File: config.mk
export PLATFORM = sky130hd
export DESIGN_NAME = icw_config_dio_wd
export DESIGN_NICKNAME = d
export VERILOG_FILES = /design/src/common/icw_pkg.sv /design/src/hdl/icw_config_dio_wd.sv
export VERILOG_INCLUDE_DIRS = /design/src /design/src/common
export SDC_FILE = /design/constraint.sdc
export NUM_CORES = 1
export LEC_CHECK = 0
export BUFFER_PORTS_ARGS = -buffer_cell sky130_fd_sc_hd__buf_4
export CAP_MARGIN = 20
export CORE_ASPECT_RATIO = 1.2
export CORE_MARGIN = 2
export CORE_UTILIZATION = 39
export CTS_BUF_LIST = sky130_fd_sc_hd__clkbuf_4 sky130_fd_sc_hd__clkbuf_8 sky130_fd_sc_hd__clkbuf_16
export DETAILED_ROUTE_END_ITERATION = 16
export PLACE_DENSITY = 0.57
export SKIP_LAST_GASP = 1
export SYNTH_ARGS = -nofsm -noshare
export SYNTH_HDL_FRONTEND = slang
export SYNTH_SLANG_ARGS = --single-unit
File: constraint.sdc
create_clock -name clk -period 2.5 [get_ports clk]
set_input_delay 0.25 -clock clk [delete_from_list [all_inputs] [get_ports clk]]
set_output_delay 0.25 -clock clk [all_outputs]
set_load 0.03 [all_outputs]
File: src/common/icw_defines.svh
// Constants of the indexed configuration block: port addresses, keys,
// configuration indices, logical device numbers, field bits and resets.
// Assumes the includer compiles it once per unit; the guard protects that.
`ifndef ICW_DEFINES_SVH
`define ICW_DEFINES_SVH

// Index port of each port pair; the data port sits one address above
`define ICW_PAIR0_INDEX 16'h002e
`define ICW_PAIR1_INDEX 16'h004e
`define ICW_PAIR_COUNT 2

// Entry key, written twice in a row, and exit key
`define ICW_ENTER_KEY 8'h87
`define ICW_EXIT_KEY 8'haa

// Configuration indices
`define ICW_IDX_DEVICE_SELECT 8'h07
`define ICW_IDX_DIGITAL_INPUT 8'hf1
`define ICW_IDX_DIGITAL_OUTPUT 8'hf2
`define ICW_IDX_WD_UNIT 8'hf5
`define ICW_IDX_WD_COUNT 8'hf6
`define ICW_IDX_WD_EVENT 8'hf7

// Logical device numbers
`define ICW_LDN_DIO 8'h07
`define ICW_LDN_WATCHDOG 8'h08

// Field positions
`define ICW_WD_UNIT_MINUTE_BIT 3
`define ICW_WD_EVENT_MOUSE_BIT 7
`define ICW_WD_EVENT_KBD_BIT 6

// Reset value and floating read value
`define ICW_RST_BYTE 8'h00
`define ICW_FLOAT_BYTE 8'hff

// Seconds per minute for the minute prescaler
`define ICW_SECONDS_PER_MINUTE 6'h3c

`endif

File: src/common/icw_pkg.sv
// Types shared by the indexed configuration block.
// Assumes icw_defines.svh supplies the numeric constants.
package icw_pkg;

	// One host I/O cycle, as seen on the port bus
	typedef struct packed {
		logic wr; // Write strobe, one cycle
		logic rd; // Read strobe, one cycle
		logic [15:0] addr; // I/O port address
		logic [7:0] data; // Write data
	} icw_req_type;

	// Configuration entry state of one port pair
	typedef enum logic [1:0] {
		ICW_LOCKED,
		ICW_HALF_KEY,
		ICW_OPEN
	} icw_lock_type;

endpackage

File: src/hdl/icw_config_dio_wd.sv
// Configuration register block with a watchdog and an 8-in/8-out
// digital I/O function, reached through two index/data port pairs.
// Assumes host I/O strobes, digital inputs and the one-second tick are
// synchronous to clk; the tick comes from a free-running source apart
// from the host oscillator.
//
// Behaviour
// - Watchdog counts an independent time source
// - Expiry drives a system reset output
// - Timeout count ranges one to 255 units
// - Index f5 bit 3 picks minutes
// - Writing index f6 loads remaining units
// - Rewriting count refreshes it, preventing reset
// - Index f7 holds mouse, keyboard event enables
// - Two 0x87 index writes open access
// - Index port then data port, two pairs
// - Index 07 selects the logical device
// - Watchdog registers only under device 08
// - Index f1 under device 07 reads inputs
// - Index f2 write drives the output lines
// - First pair maps lines 3..0 in byte
// - Second pair maps lines 7..4 likewise
`timescale 1ns/1ps
`include "icw_defines.svh"

module icw_config_dio_wd (
	input wire logic clk, // 250 MHz system clock
	input wire logic sys_rst, // Synchronous reset, active high
	input wire icw_pkg::icw_req_type host_req, // Host I/O cycle
	output logic [7:0] host_rdata, // Read data, one cycle after rd
	output logic host_rvalid, // Read data valid pulse
	input wire logic [7:0] digital_in, // Input lines 7..0
	output logic [7:0] digital_out, // Output lines 7..0
	input wire logic second_tick, // One pulse per second, free source
	input wire logic mouse_activity, // Mouse activity pulse
	input wire logic kbd_activity, // Keyboard activity pulse
	output logic system_reset // One-cycle watchdog reset pulse
);

	// Per-pair configuration state
	icw_pkg::icw_lock_type lock_state [`ICW_PAIR_COUNT]; // Entry state
	logic [7:0] index_reg [`ICW_PAIR_COUNT]; // Selected index
	logic [7:0] device_sel [`ICW_PAIR_COUNT]; // Selected logical device
	logic [1:0] hit_index; // Access at an index port
	logic [1:0] hit_data; // Access at a data port
	logic [1:0] data_write; // Open data-port write per pair

	// Shared registers
	logic [7:0] watchdog_unit_control; // Unit select and spare bits
	logic [7:0] watchdog_timeout_count; // Remaining units, live
	logic [7:0] watchdog_event_enable; // Activity sources that refresh
	logic [7:0] reload_count; // Last written timeout, for refresh
	logic [5:0] minute_prescale; // Seconds into the current minute
	logic unit_tick; // One pulse per counting unit

	// Merged writes, first pair taking priority on a same-cycle clash
	logic wr_out_en;
	logic [7:0] next_digital_out;
	logic wr_unit_en;
	logic wr_count_en;
	logic wr_event_en;
	logic [7:0] wr_byte;

	// Packs the I/O byte of one pair: in hi two, four outputs, in lo two
	function automatic logic [7:0] pack_dio(input logic [7:0] din,
		input logic [7:0] dout, input int p);
		logic [3:0] i4;
		logic [3:0] o4;
		i4 = din[4*p +: 4];
		o4 = dout[4*p +: 4];
		pack_dio = {i4[3], i4[2], o4, i4[1], i4[0]};
	endfunction

	// Per-pair address decode, entry sequence and pointers
	genvar gp;
	generate
		for (gp = 0; gp < `ICW_PAIR_COUNT; gp++) begin : g_pair
			localparam logic [15:0] BASE = (gp == 0) ?
				`ICW_PAIR0_INDEX : `ICW_PAIR1_INDEX;

			// Index port is the lower address, data port the next one
			assign hit_index[gp] = host_req.addr == BASE;
			assign hit_data[gp] = host_req.addr == BASE + 16'h0001;
			assign data_write[gp] = host_req.wr & hit_data[gp] &
				(lock_state[gp] == icw_pkg::ICW_OPEN);

			// Entry key must land twice back to back at the index port;
			// any other index write before the second key starts over
			always_ff @(posedge clk) begin
				if (sys_rst) begin
					lock_state[gp] <= icw_pkg::ICW_LOCKED;
				end else if (host_req.wr && hit_index[gp]) begin
					case (lock_state[gp])
						icw_pkg::ICW_LOCKED: begin
							if (host_req.data == `ICW_ENTER_KEY) begin
								lock_state[gp] <= icw_pkg::ICW_HALF_KEY;
							end
						end
						icw_pkg::ICW_HALF_KEY: begin
							// Second key opens, anything else relocks
							if (host_req.data == `ICW_ENTER_KEY) begin
								lock_state[gp] <= icw_pkg::ICW_OPEN;
							end else begin
								lock_state[gp] <= icw_pkg::ICW_LOCKED;
							end
						end
						icw_pkg::ICW_OPEN: begin
							if (host_req.data == `ICW_EXIT_KEY) begin
								lock_state[gp] <= icw_pkg::ICW_LOCKED;
							end
						end
						default: begin
							lock_state[gp] <= icw_pkg::ICW_LOCKED;
						end
					endcase
				end
			end

			// Index pointer follows index-port writes once open
			always_ff @(posedge clk) begin
				if (sys_rst) begin
					index_reg[gp] <= `ICW_RST_BYTE;
				end else if (host_req.wr && hit_index[gp] &&
					lock_state[gp] == icw_pkg::ICW_OPEN &&
					host_req.data != `ICW_EXIT_KEY) begin
					index_reg[gp] <= host_req.data;
				end
			end

			// Logical device selector behind index 07
			always_ff @(posedge clk) begin
				if (sys_rst) begin
					device_sel[gp] <= `ICW_RST_BYTE;
				end else if (data_write[gp] &&
					index_reg[gp] == `ICW_IDX_DEVICE_SELECT) begin
					device_sel[gp] <= host_req.data;
				end
			end
		end
	endgenerate

	// Merge data-port writes of both pairs into shared register strobes
	always_comb begin
		wr_out_en = 1'b0;
		next_digital_out = digital_out;
		wr_unit_en = 1'b0;
		wr_count_en = 1'b0;
		wr_event_en = 1'b0;
		wr_byte = host_req.data;
		// Highest index first so pair 0 wins a clash
		for (int p = `ICW_PAIR_COUNT - 1; p >= 0; p--) begin
			if (data_write[p]) begin
				wr_out_en = 1'b0;
				wr_unit_en = 1'b0;
				wr_count_en = 1'b0;
				wr_event_en = 1'b0;
				if (device_sel[p] == `ICW_LDN_DIO &&
					index_reg[p] == `ICW_IDX_DIGITAL_OUTPUT) begin
					// Only the output field of the byte lands
					wr_out_en = 1'b1;
					next_digital_out = digital_out;
					next_digital_out[4*p +: 4] = host_req.data[5:2];
				end
				if (device_sel[p] == `ICW_LDN_WATCHDOG) begin
					wr_unit_en = index_reg[p] == `ICW_IDX_WD_UNIT;
					wr_count_en = index_reg[p] == `ICW_IDX_WD_COUNT;
					wr_event_en = index_reg[p] == `ICW_IDX_WD_EVENT;
				end
			end
		end
	end

	// Digital output lines
	always_ff @(posedge clk) begin
		if (sys_rst) begin
			digital_out <= `ICW_RST_BYTE;
		end else if (wr_out_en) begin
			digital_out <= next_digital_out;
		end
	end

	// Watchdog unit and event-enable registers
	always_ff @(posedge clk) begin
		if (sys_rst) begin
			watchdog_unit_control <= `ICW_RST_BYTE;
			watchdog_event_enable <= `ICW_RST_BYTE;
		end else begin
			if (wr_unit_en) begin
				watchdog_unit_control <= wr_byte;
			end
			if (wr_event_en) begin
				// Zero here disables every activity source
				watchdog_event_enable <= wr_byte;
			end
		end
	end

	// Unit tick: seconds pass straight, minutes divide by sixty; the
	// host clock only samples the tick, the timing comes from its source
	always_ff @(posedge clk) begin
		if (sys_rst) begin
			minute_prescale <= 6'h00;
		end else if (second_tick) begin
			if (minute_prescale == `ICW_SECONDS_PER_MINUTE - 6'h01) begin
				minute_prescale <= 6'h00;
			end else begin
				minute_prescale <= minute_prescale + 6'h01;
			end
		end
	end
	assign unit_tick = second_tick &
		(!watchdog_unit_control[`ICW_WD_UNIT_MINUTE_BIT] ||
		minute_prescale == `ICW_SECONDS_PER_MINUTE - 6'h01);

	// Remaining count: a write loads, enabled activity refreshes from the
	// last written value, each unit tick steps down while nonzero
	always_ff @(posedge clk) begin
		if (sys_rst) begin
			watchdog_timeout_count <= `ICW_RST_BYTE;
			reload_count <= `ICW_RST_BYTE;
		end else if (wr_count_en) begin
			// A rewrite beats a tick in the same cycle
			watchdog_timeout_count <= wr_byte;
			reload_count <= wr_byte;
		end else if ((mouse_activity &&
			watchdog_event_enable[`ICW_WD_EVENT_MOUSE_BIT]) ||
			(kbd_activity &&
			watchdog_event_enable[`ICW_WD_EVENT_KBD_BIT])) begin
			if (watchdog_timeout_count != 8'h00) begin
				watchdog_timeout_count <= reload_count;
			end
		end else if (unit_tick && watchdog_timeout_count != 8'h00) begin
			watchdog_timeout_count <= watchdog_timeout_count - 8'h01;
		end
	end

	// One reset pulse when the count steps from one to zero; zero idles
	always_ff @(posedge clk) begin
		if (sys_rst) begin
			system_reset <= 1'b0;
		end else begin
			system_reset <= unit_tick && !wr_count_en &&
				watchdog_timeout_count == 8'h01 &&
				!((mouse_activity &&
				watchdog_event_enable[`ICW_WD_EVENT_MOUSE_BIT]) ||
				(kbd_activity &&
				watchdog_event_enable[`ICW_WD_EVENT_KBD_BIT]));
		end
	end

	// Read path; unclaimed or locked ports float high like an idle bus
	always_ff @(posedge clk) begin
		if (sys_rst) begin
			host_rdata <= `ICW_RST_BYTE;
			host_rvalid <= 1'b0;
		end else begin
			host_rvalid <= host_req.rd;
			host_rdata <= `ICW_FLOAT_BYTE;
			if (host_req.rd) begin
				for (int p = `ICW_PAIR_COUNT - 1; p >= 0; p--) begin
					if (lock_state[p] == icw_pkg::ICW_OPEN) begin
						if (hit_index[p]) begin
							host_rdata <= index_reg[p];
						end else if (hit_data[p]) begin
							host_rdata <= `ICW_RST_BYTE;
							if (index_reg[p] == `ICW_IDX_DEVICE_SELECT) begin
								host_rdata <= device_sel[p];
							end else if (device_sel[p] == `ICW_LDN_DIO) begin
								if (index_reg[p] == `ICW_IDX_DIGITAL_INPUT ||
									index_reg[p] == `ICW_IDX_DIGITAL_OUTPUT) begin
									host_rdata <= pack_dio(digital_in,
										digital_out, p);
								end
							end else if (device_sel[p] == `ICW_LDN_WATCHDOG) begin
								// Watchdog set hidden under other devices
								case (index_reg[p])
									`ICW_IDX_WD_UNIT: begin
										host_rdata <= watchdog_unit_control;
									end
									`ICW_IDX_WD_COUNT: begin
										host_rdata <= watchdog_timeout_count;
									end
									`ICW_IDX_WD_EVENT: begin
										host_rdata <= watchdog_event_enable;
									end
									default: begin
										host_rdata <= `ICW_RST_BYTE;
									end
								endcase
							end
						end
					end
				end
			end
		end
	end

endmodule

==> results by group, run 1 <==
Outcome
  – Outcome: completed

Timing
  – Setup violations, final: 0
  – Fin worst setup slack: 0.216 ns
  – RSZ-0062 raised after global routing: false
  – Period utilization: 0.914
  – Final count of hold timing violations: 0
  – Peak Freq: 0.438 GHz
  – Hold slack: 0.170 ns
  – Fin Clk Skew: 0.0122 ns
  – Setup TNS: 0 ns
  – Worst-margin pin slew: approximately 0.81 ns
  – Max_slew headroom: 0.458
  – Count of pins over their slew limit: 0
  – Final min period: between 2 and 2.5 ns

Placed design
  – Routability cong.: roughly 0.88
  – Setup WS pre-CTS: roughly 0.081 ns
  – Port buffer count: 56
  – Placed inst area: 5870 sq um
  – Final HPWL DP: 11700 um

Synthesis
  – Post-synth cell types: 67
  – Share of the synthesized area in the top cell type: 0.217
  – Synth area leader: dfxtp_1
  – Post-synth EDFFs: 36
  – Sequential fraction of the synthesis area: 0.426
  – Mapped Area: 5170 sq um
  – Yosys reg bits: 92
  – Syn Area/Cell: 9.33 sq um
  – Number of cells produced by synthesis: 554
  – Synth Flop Type: dfxtp_1
  – Syn_nets: 596
  – Async S/R FF share, synth: 0
  – Synthesis Warnings: 0
  – Most area-consuming cells after synthesis: dfxtp_1 22%, edfxtp_1 21%, a21oi_1 4.7%, mux2i_1 4.1%, and2_1 4.0%

Power
  – Worst VDD drop: 518 uV
  – Lkg Pwr: between 0.002 and 0.0025 uW
  – Pwr per Cell Area: 651 nW/um^2

Final layout
  – NumNets Final: 659
  – Diode count: 0
  – Register Area: 2200 sq um
  – Share of cells above drive strength 1: 0.212
  – Area of the multi-input gates: between 2000 and 3000 sq um
  – Fill cell count: around 1300
  – Post-route cell area: 6170 sq um
  – Syn-to-layout area delta: 19.3%

Global route
  – Largest net degree at the start of global routing: 53
  – First-pass GRT wire length: 25100 um
  – Vias in the first global route: 4577
  – Initial antenna violation count: 0
  – GR Overflow Total: 0
  – All-layer global routing usage: 0.237

Worst setup path
  – Critical Path AT: approximately 2.6 ns
  – Critical Path Start Type: flip-flop
  – WP data required: about 2.8 ns
  – Reg-to-reg critical path endpoint: host_rdata[4]
  – Cells along the critical path: nor4b_1, nor4bb_4, o21ai_1, o2111ai_1, o311ai_0, a21oi_1
  – FF-to-FF path depth: 6
  – Crit path kind: flip-flop to flip-flop
  – Slowest CP cell: nor4b_1
  – CP peak stage delay: 0.46 ns
  – Crit Path Max Fanout: 7
  – Critical path endpoint category: flip-flop
  – Reg-to-reg slack, setup: 0.22 ns
  – Reg2Reg Launch Point: device_sel[1][1]

Clock network
  – Sink Count: between 90 and 100
  – CTS max path bufs: 2
  – H-tree Lvls: 3
  – Worst-skew pair later-pin latency: 0.35 ns
  – CTS tree: done
  – Total CTS buffers: 9
  – Post-CTS setup buffer count: 0
  – Clk Tree Root Cell: clkbuf_16
  – Reg clk slew, reported paths: 0.07 ns

Route
  – Via Count: 4709
  – Residual DRC count: 0
  – Average vias per placed instance: 5.96
  – Post-DRT Antenna Nets: 0
  – DR iter-0 viols: between 300 and 400
  – Final wirelength: 16200 um
  – Routed length per instance: 20.6 um
  – Drt pass-1 iters: 5

Die
  – Starting Density: 0.396
  – Die Y: 130 um
  – Die footprint: around 14000 sq um
  – Row cnt: 46
  – IO Count: 57
  – Core region area: 13100 sq um
  – Die width: 109 um

Job
  – Max cap viols: 0

Worst hold path
  – Hold Crit Depth: 2
  – Worst Hold Launch: host_req[24]
  – Hold Crit Endpoint: host_rdata[6]
  – Hold WC Path Type: primary input to flip-flop
==> kinds of logic (layout without fill, tap and decap cells) <==
family | after synthesis | after routing | synth area share
and+or+nand+nor | 256 | 256 | 0.292
AOI/OAI and AO/OA | 125 | 125 | 0.164
DFF | 92 | 92 | 0.426
muxes | 37 | 37 | 0.0755
buffers and inverters | 37 | 105 | 0.0283
xor gates and xnor gates | 4 | 4 | 0.00678
adders and majority gates | 3 | 3 | 0.00726
==> synth_stat cells, types with 4 or more instances <==
cell,n
nand3_1,27
nand3b_1,4
dfxtp_1,56
mux2i_1,21
o2111ai_1,7
or3_1,4
o31ai_1,7
o311ai_0,5
nand4_1,10
and2_1,33
clkbuf_1,24
a21oi_1,49
edfxtp_1,36
nor4_1,6
and4_1,6
nor3b_1,4
nor2b_1,17
mux2_2,16
nor4_4,4
nor3_1,11
nand2b_1,8
a22oi_1,8
o21ai_0,15
a22o_1,10
nand2_1,55
nor2_1,40
inv_1,7
==> area by class of cell <==
type,count,area share
Multi-Input combinational cell,425,0.460
Timing Repair Buffer,81,0.0986
Sequential cell,92,0.357
Clock inverter,7,0.00832
Inverter,8,0.00487
Tap cell,168,0.0341
Clock buffer,9,0.0365
==> worst max-delay path: cells and delay by family, from the launching register on <==
kind | cells | cell delay, ns
simple gates | 2 | 0.84
compound gates | 4 | 0.96
flops | 1 | 0.42
==> layout by cell type (no fill, tap or decap), types with 4 or more instances in the layout <==
cell type and instances:
a21oi_1 49, a22o_1 10, a22oi_1 8, and2_1 33, and4_1 6, buf_4 81, clkbuf_16 9, dfxtp_1 56
edfxtp_1 36, inv_1 7, mux2_2 16, mux2i_1 21, nand2_1 55, nand2b_1 8, nand3_1 27, nand3b_1 4
nand4_1 10, nor2_1 40, nor2b_1 17, nor3_1 10, nor3b_1 4, nor4_1 6, nor4_4 4, o2111ai_1 7
o21ai_0 15, o311ai_0 5, o31ai_1 7, or3_1 4
==> power by group <==
| part | leakage (uW) | internal (uW) | switching (uW) | total (uW) |
|---|---|---|---|---|
| clock | 0.000133 | 678 | 609 | 1290 |
| combinational | 0.00141 | 423 | 496 | 919 |
| sequential | 0.000828 | 1650 | 158 | 1810 |
| total | 0.00237 | 2750 | 1260 | 4010 |
==> worst max-delay path by stage <==
stage / startpoint / end / slack, ns / depth (start not counted)
global placement: host_req[17] / index_reg[0][1] / 0.1 / 7
detailed placement: host_req[17] / index_reg[0][5] / 0.08 / 7
CTS: device_sel[0][4] / reload_count[6] / 0.14 / 6
floorplan: index_reg[0][1] / device_sel[0][0] / 0.37 / 3
global route: device_sel[1][1] / host_rdata[4] / 0.08 / 6
finish: device_sel[1][1] / host_rdata[4] / 0.22 / 6
==> per-layer routing <==
metal / global-route usage / wire, um
met1: 0.299 / 6890
met5: 0 / 0
met3: 0.0365 / 892
met2: 0.398 / 7790
met4: 0.109 / 680
==> stage by stage <==
step / cells / utilization / total power, uW
after global routing: 790 / 0.472 / 4190
after detailed placement: 774 / 0.449 / 2730
after CTS: 790 / 0.470 / 4010
after floorplan: 554 / - / 2380
after global placement: 774 / 0.449 / 2730
final: 790 / 0.472 / 4010
==> timing repair <==
| item | CTS | global route |
|---|---|---|
| gates resized for setup | 0 | 3 |
| endpoints found under the setup margin | 0 | 19 |
| hold buffers | 0 | 0 |
(Power assumes the default switching activity.)
==> inputs of run 2 (changes only) <==
==> constraint.sdc (replaced) <==
create_clock -name clk -period 2.3 [get_ports clk]
set_input_delay 0.23 -clock clk [delete_from_list [all_inputs] [get_ports clk]]
set_output_delay 0.23 -clock clk [all_outputs]
set_load 0.03 [all_outputs]
==> run 2 against run 1 <==
- sequential power rose by 7%
- combinational power increased by 12%
- clock power grew 15%
- clock skew shrank 0.0079 ns
- die area stayed put
- global-route usage is 0.51 points higher
- non-clock buffer count rose by 18
- highest routed layer unchanged
- count of clock-buffer cells in the layout up 4
- critical path depth is 1 higher
==> results by group, run 2 (synthesis results as in run 1) <==
Die
  – Die footprint: 14200 sq um (unchanged)
  – Row cnt: 46 (unchanged)
  – Die width: 109 um (unchanged)
  – IO Count: 57 (unchanged)
  – Die Y: 130 um (unchanged)
  – Core region area: 13100 sq um (unchanged)
  – Starting Density: 0.396 (unchanged)

Route
  – Drt pass-1 iters: 5 (unchanged)
  – Post-DRT Antenna Nets: 0 (unchanged)
  – Residual DRC count: 0 (unchanged)
  – Average vias per placed instance: 5.95 (-0.19%)
  – Routed length per instance: 20.6 um (about the same)
  – Via Count: 4807 (+2.1%)
  – Final wirelength: 16600 um (+2.2%)
  – DR iter-0 viols: 292 (-26%)

Clock network
  – Cts hold-fix bufs: 0 (unchanged)
  – Total CTS buffers: 9 (unchanged)
  – Reg clk slew, reported paths: 0.06 ns (about the same)
  – Worst-skew pair later-pin latency: 0.34 ns (about the same)
  – H-tree Lvls: 3 (unchanged)
  – CTS tree: done
  – Clk Tree Root Cell: clkbuf_16
  – Sink Count: 92 (unchanged)
  – CTS max path bufs: 2 (unchanged)

Timing
  – Max_slew headroom: 0.597 (+0.139)
  – RSZ-0062 raised after global routing: true
  – Setup TNS: 0 ns (unchanged)
  – Final min period: 2.25 ns (-0.0312 ns)
  – Count of pins over their slew limit: 0 (unchanged)
  – Fin Clk Skew: 0.00430 ns (-0.00792 ns)
  – Setup violations, final: 0 (unchanged)
  – Final count of hold timing violations: 0 (unchanged)
  – Peak Freq: 0.444 GHz (+1.4%)
  – Hold slack: 0.148 ns (-0.0215 ns)
  – Worst-margin pin slew: 0.603 ns (-0.210 ns)
  – Fin worst setup slack: 0.0475 ns (-0.169 ns)
  – Period utilization: 0.979 (+0.0659)

Final layout
  – Diode count: 0 (unchanged)
  – Syn-to-layout area delta: 23.4%
  – Commonest non-fill, non-tap cell in the layout: buf_4
  – Final core occ: 0.488 (+0.0160)
  – Most frequent cells in the layout: 94 x buf_4, 56 x dfxtp_1, 55 x nand2_1, 49 x a21oi_1, 40 x nor2_1
  – Share of cells above drive strength 1: 0.239 (+0.0268)
  – NumNets Final: 677 (+2.7%)

Placed design
  – Routability cong.: 0.913 (+3.7%)
  – Setup WS pre-CTS: -0.0909 ns (-0.172 ns)
  – Port buffer count: 56 (unchanged)
  – Final HPWL DP: 12100 um (+3.7%)

Job
  – Max cap viols: 0 (unchanged)

Global route
  – All-layer global routing usage: 0.242 (+0.00513)
  – GR Overflow Total: 0 (unchanged)
  – Initial antenna violation count: 0 (unchanged)
  – Largest net degree at the start of global routing: 53 (unchanged)
  – Vias in the first global route: 4649 (+1.6%)
  – First-pass GRT wire length: 25600 um (+1.6%)

Power
  – Pwr per Cell Area: 699 nW/um^2 (+7.4%)
  – Lkg Pwr: 0.00249 uW (+4.8%)
  – Total power: 4460 uW (+11%)
  – Worst VDD drop: 726 uV (+40%)

Worst setup path
  – WP data required: 2.58 ns (-0.19 ns)
  – Crit path kind: flip-flop to flip-flop
  – Cells along the critical path: or4_4, nor4_4, buf_4, nand3_1, o2111ai_2, o311ai_0, a21oi_1
  – CP peak stage delay: 0.57 ns (+0.11 ns)
  – Crit Path Max Fanout: 5 (-2)
  – Critical path endpoint category: flip-flop
  – Critical Path Start Type: flip-flop
  – Slowest CP cell: or4_4
  – Critical Path AT: 2.53 ns (-0.03 ns)

Worst hold path
  – Hold WC Path Type: primary input to flip-flop

Outcome
  – Outcome: completed
## run 2: stage by stage
stage,instances,instance area [sq um]
after floorplan,554,5170
after global placement,790,6040
after detailed placement,790,6040
after CTS,806,6340
after global routing,808,6370
final,808,6370
## run 2: final cells by class
class	instances	area [sq um]
inverters	8	30.0
clock inverters	3	17.5
well taps	168	210
repair buffers	99	797
flip-flops and latches	92	2200
fillers	1233	6690
clock buffers	13	279
multi-input cells	425	2840
## run 2: power breakdown
part | internal [uW] | switching [uW]
logic | 468 | 564
registers | 1790 | 150
clock network | 853 | 628
total | 3110 | 1340
## run 2: what timing repair did
action	in CTS	in global routing
setup buffers	0	2
endpoints found under the setup margin	0	14
resized for setup	0	6
## run 2: per-layer routing
metal | wire (um) | global-route usage
met1 | 6810 | 0.295
met2 | 8180 | 0.414
met3 | 896 | 0.0340
met4 | 721 | 0.126
met5 | 0 | 0
## run 2: worst max-delay path, delay by kind of cell (launching register included)
family / cells / cell delay, ns
AO/OA/AOI/OAI: 3 / 0.48
flip-flops: 1 / 0.41
AND/OR/NAND/NOR: 3 / 1.09
buffers and inverters: 1 / 0.20
## run 2: path summary, 6_finish.rpt
check / startpoint / to / slack (ns) / depth (start not counted)
setup / recovery: device_sel[1][5] / host_rdata[2] / 0.05 / 7
hold / removal: host_req[24] / host_rdata[7] / 0.15 / 2
setup reg to reg: device_sel[1][5] / host_rdata[2] / 0.05 / 7
hold reg to reg: reload_count[4] / reload_count[4] / 0.46 / 2
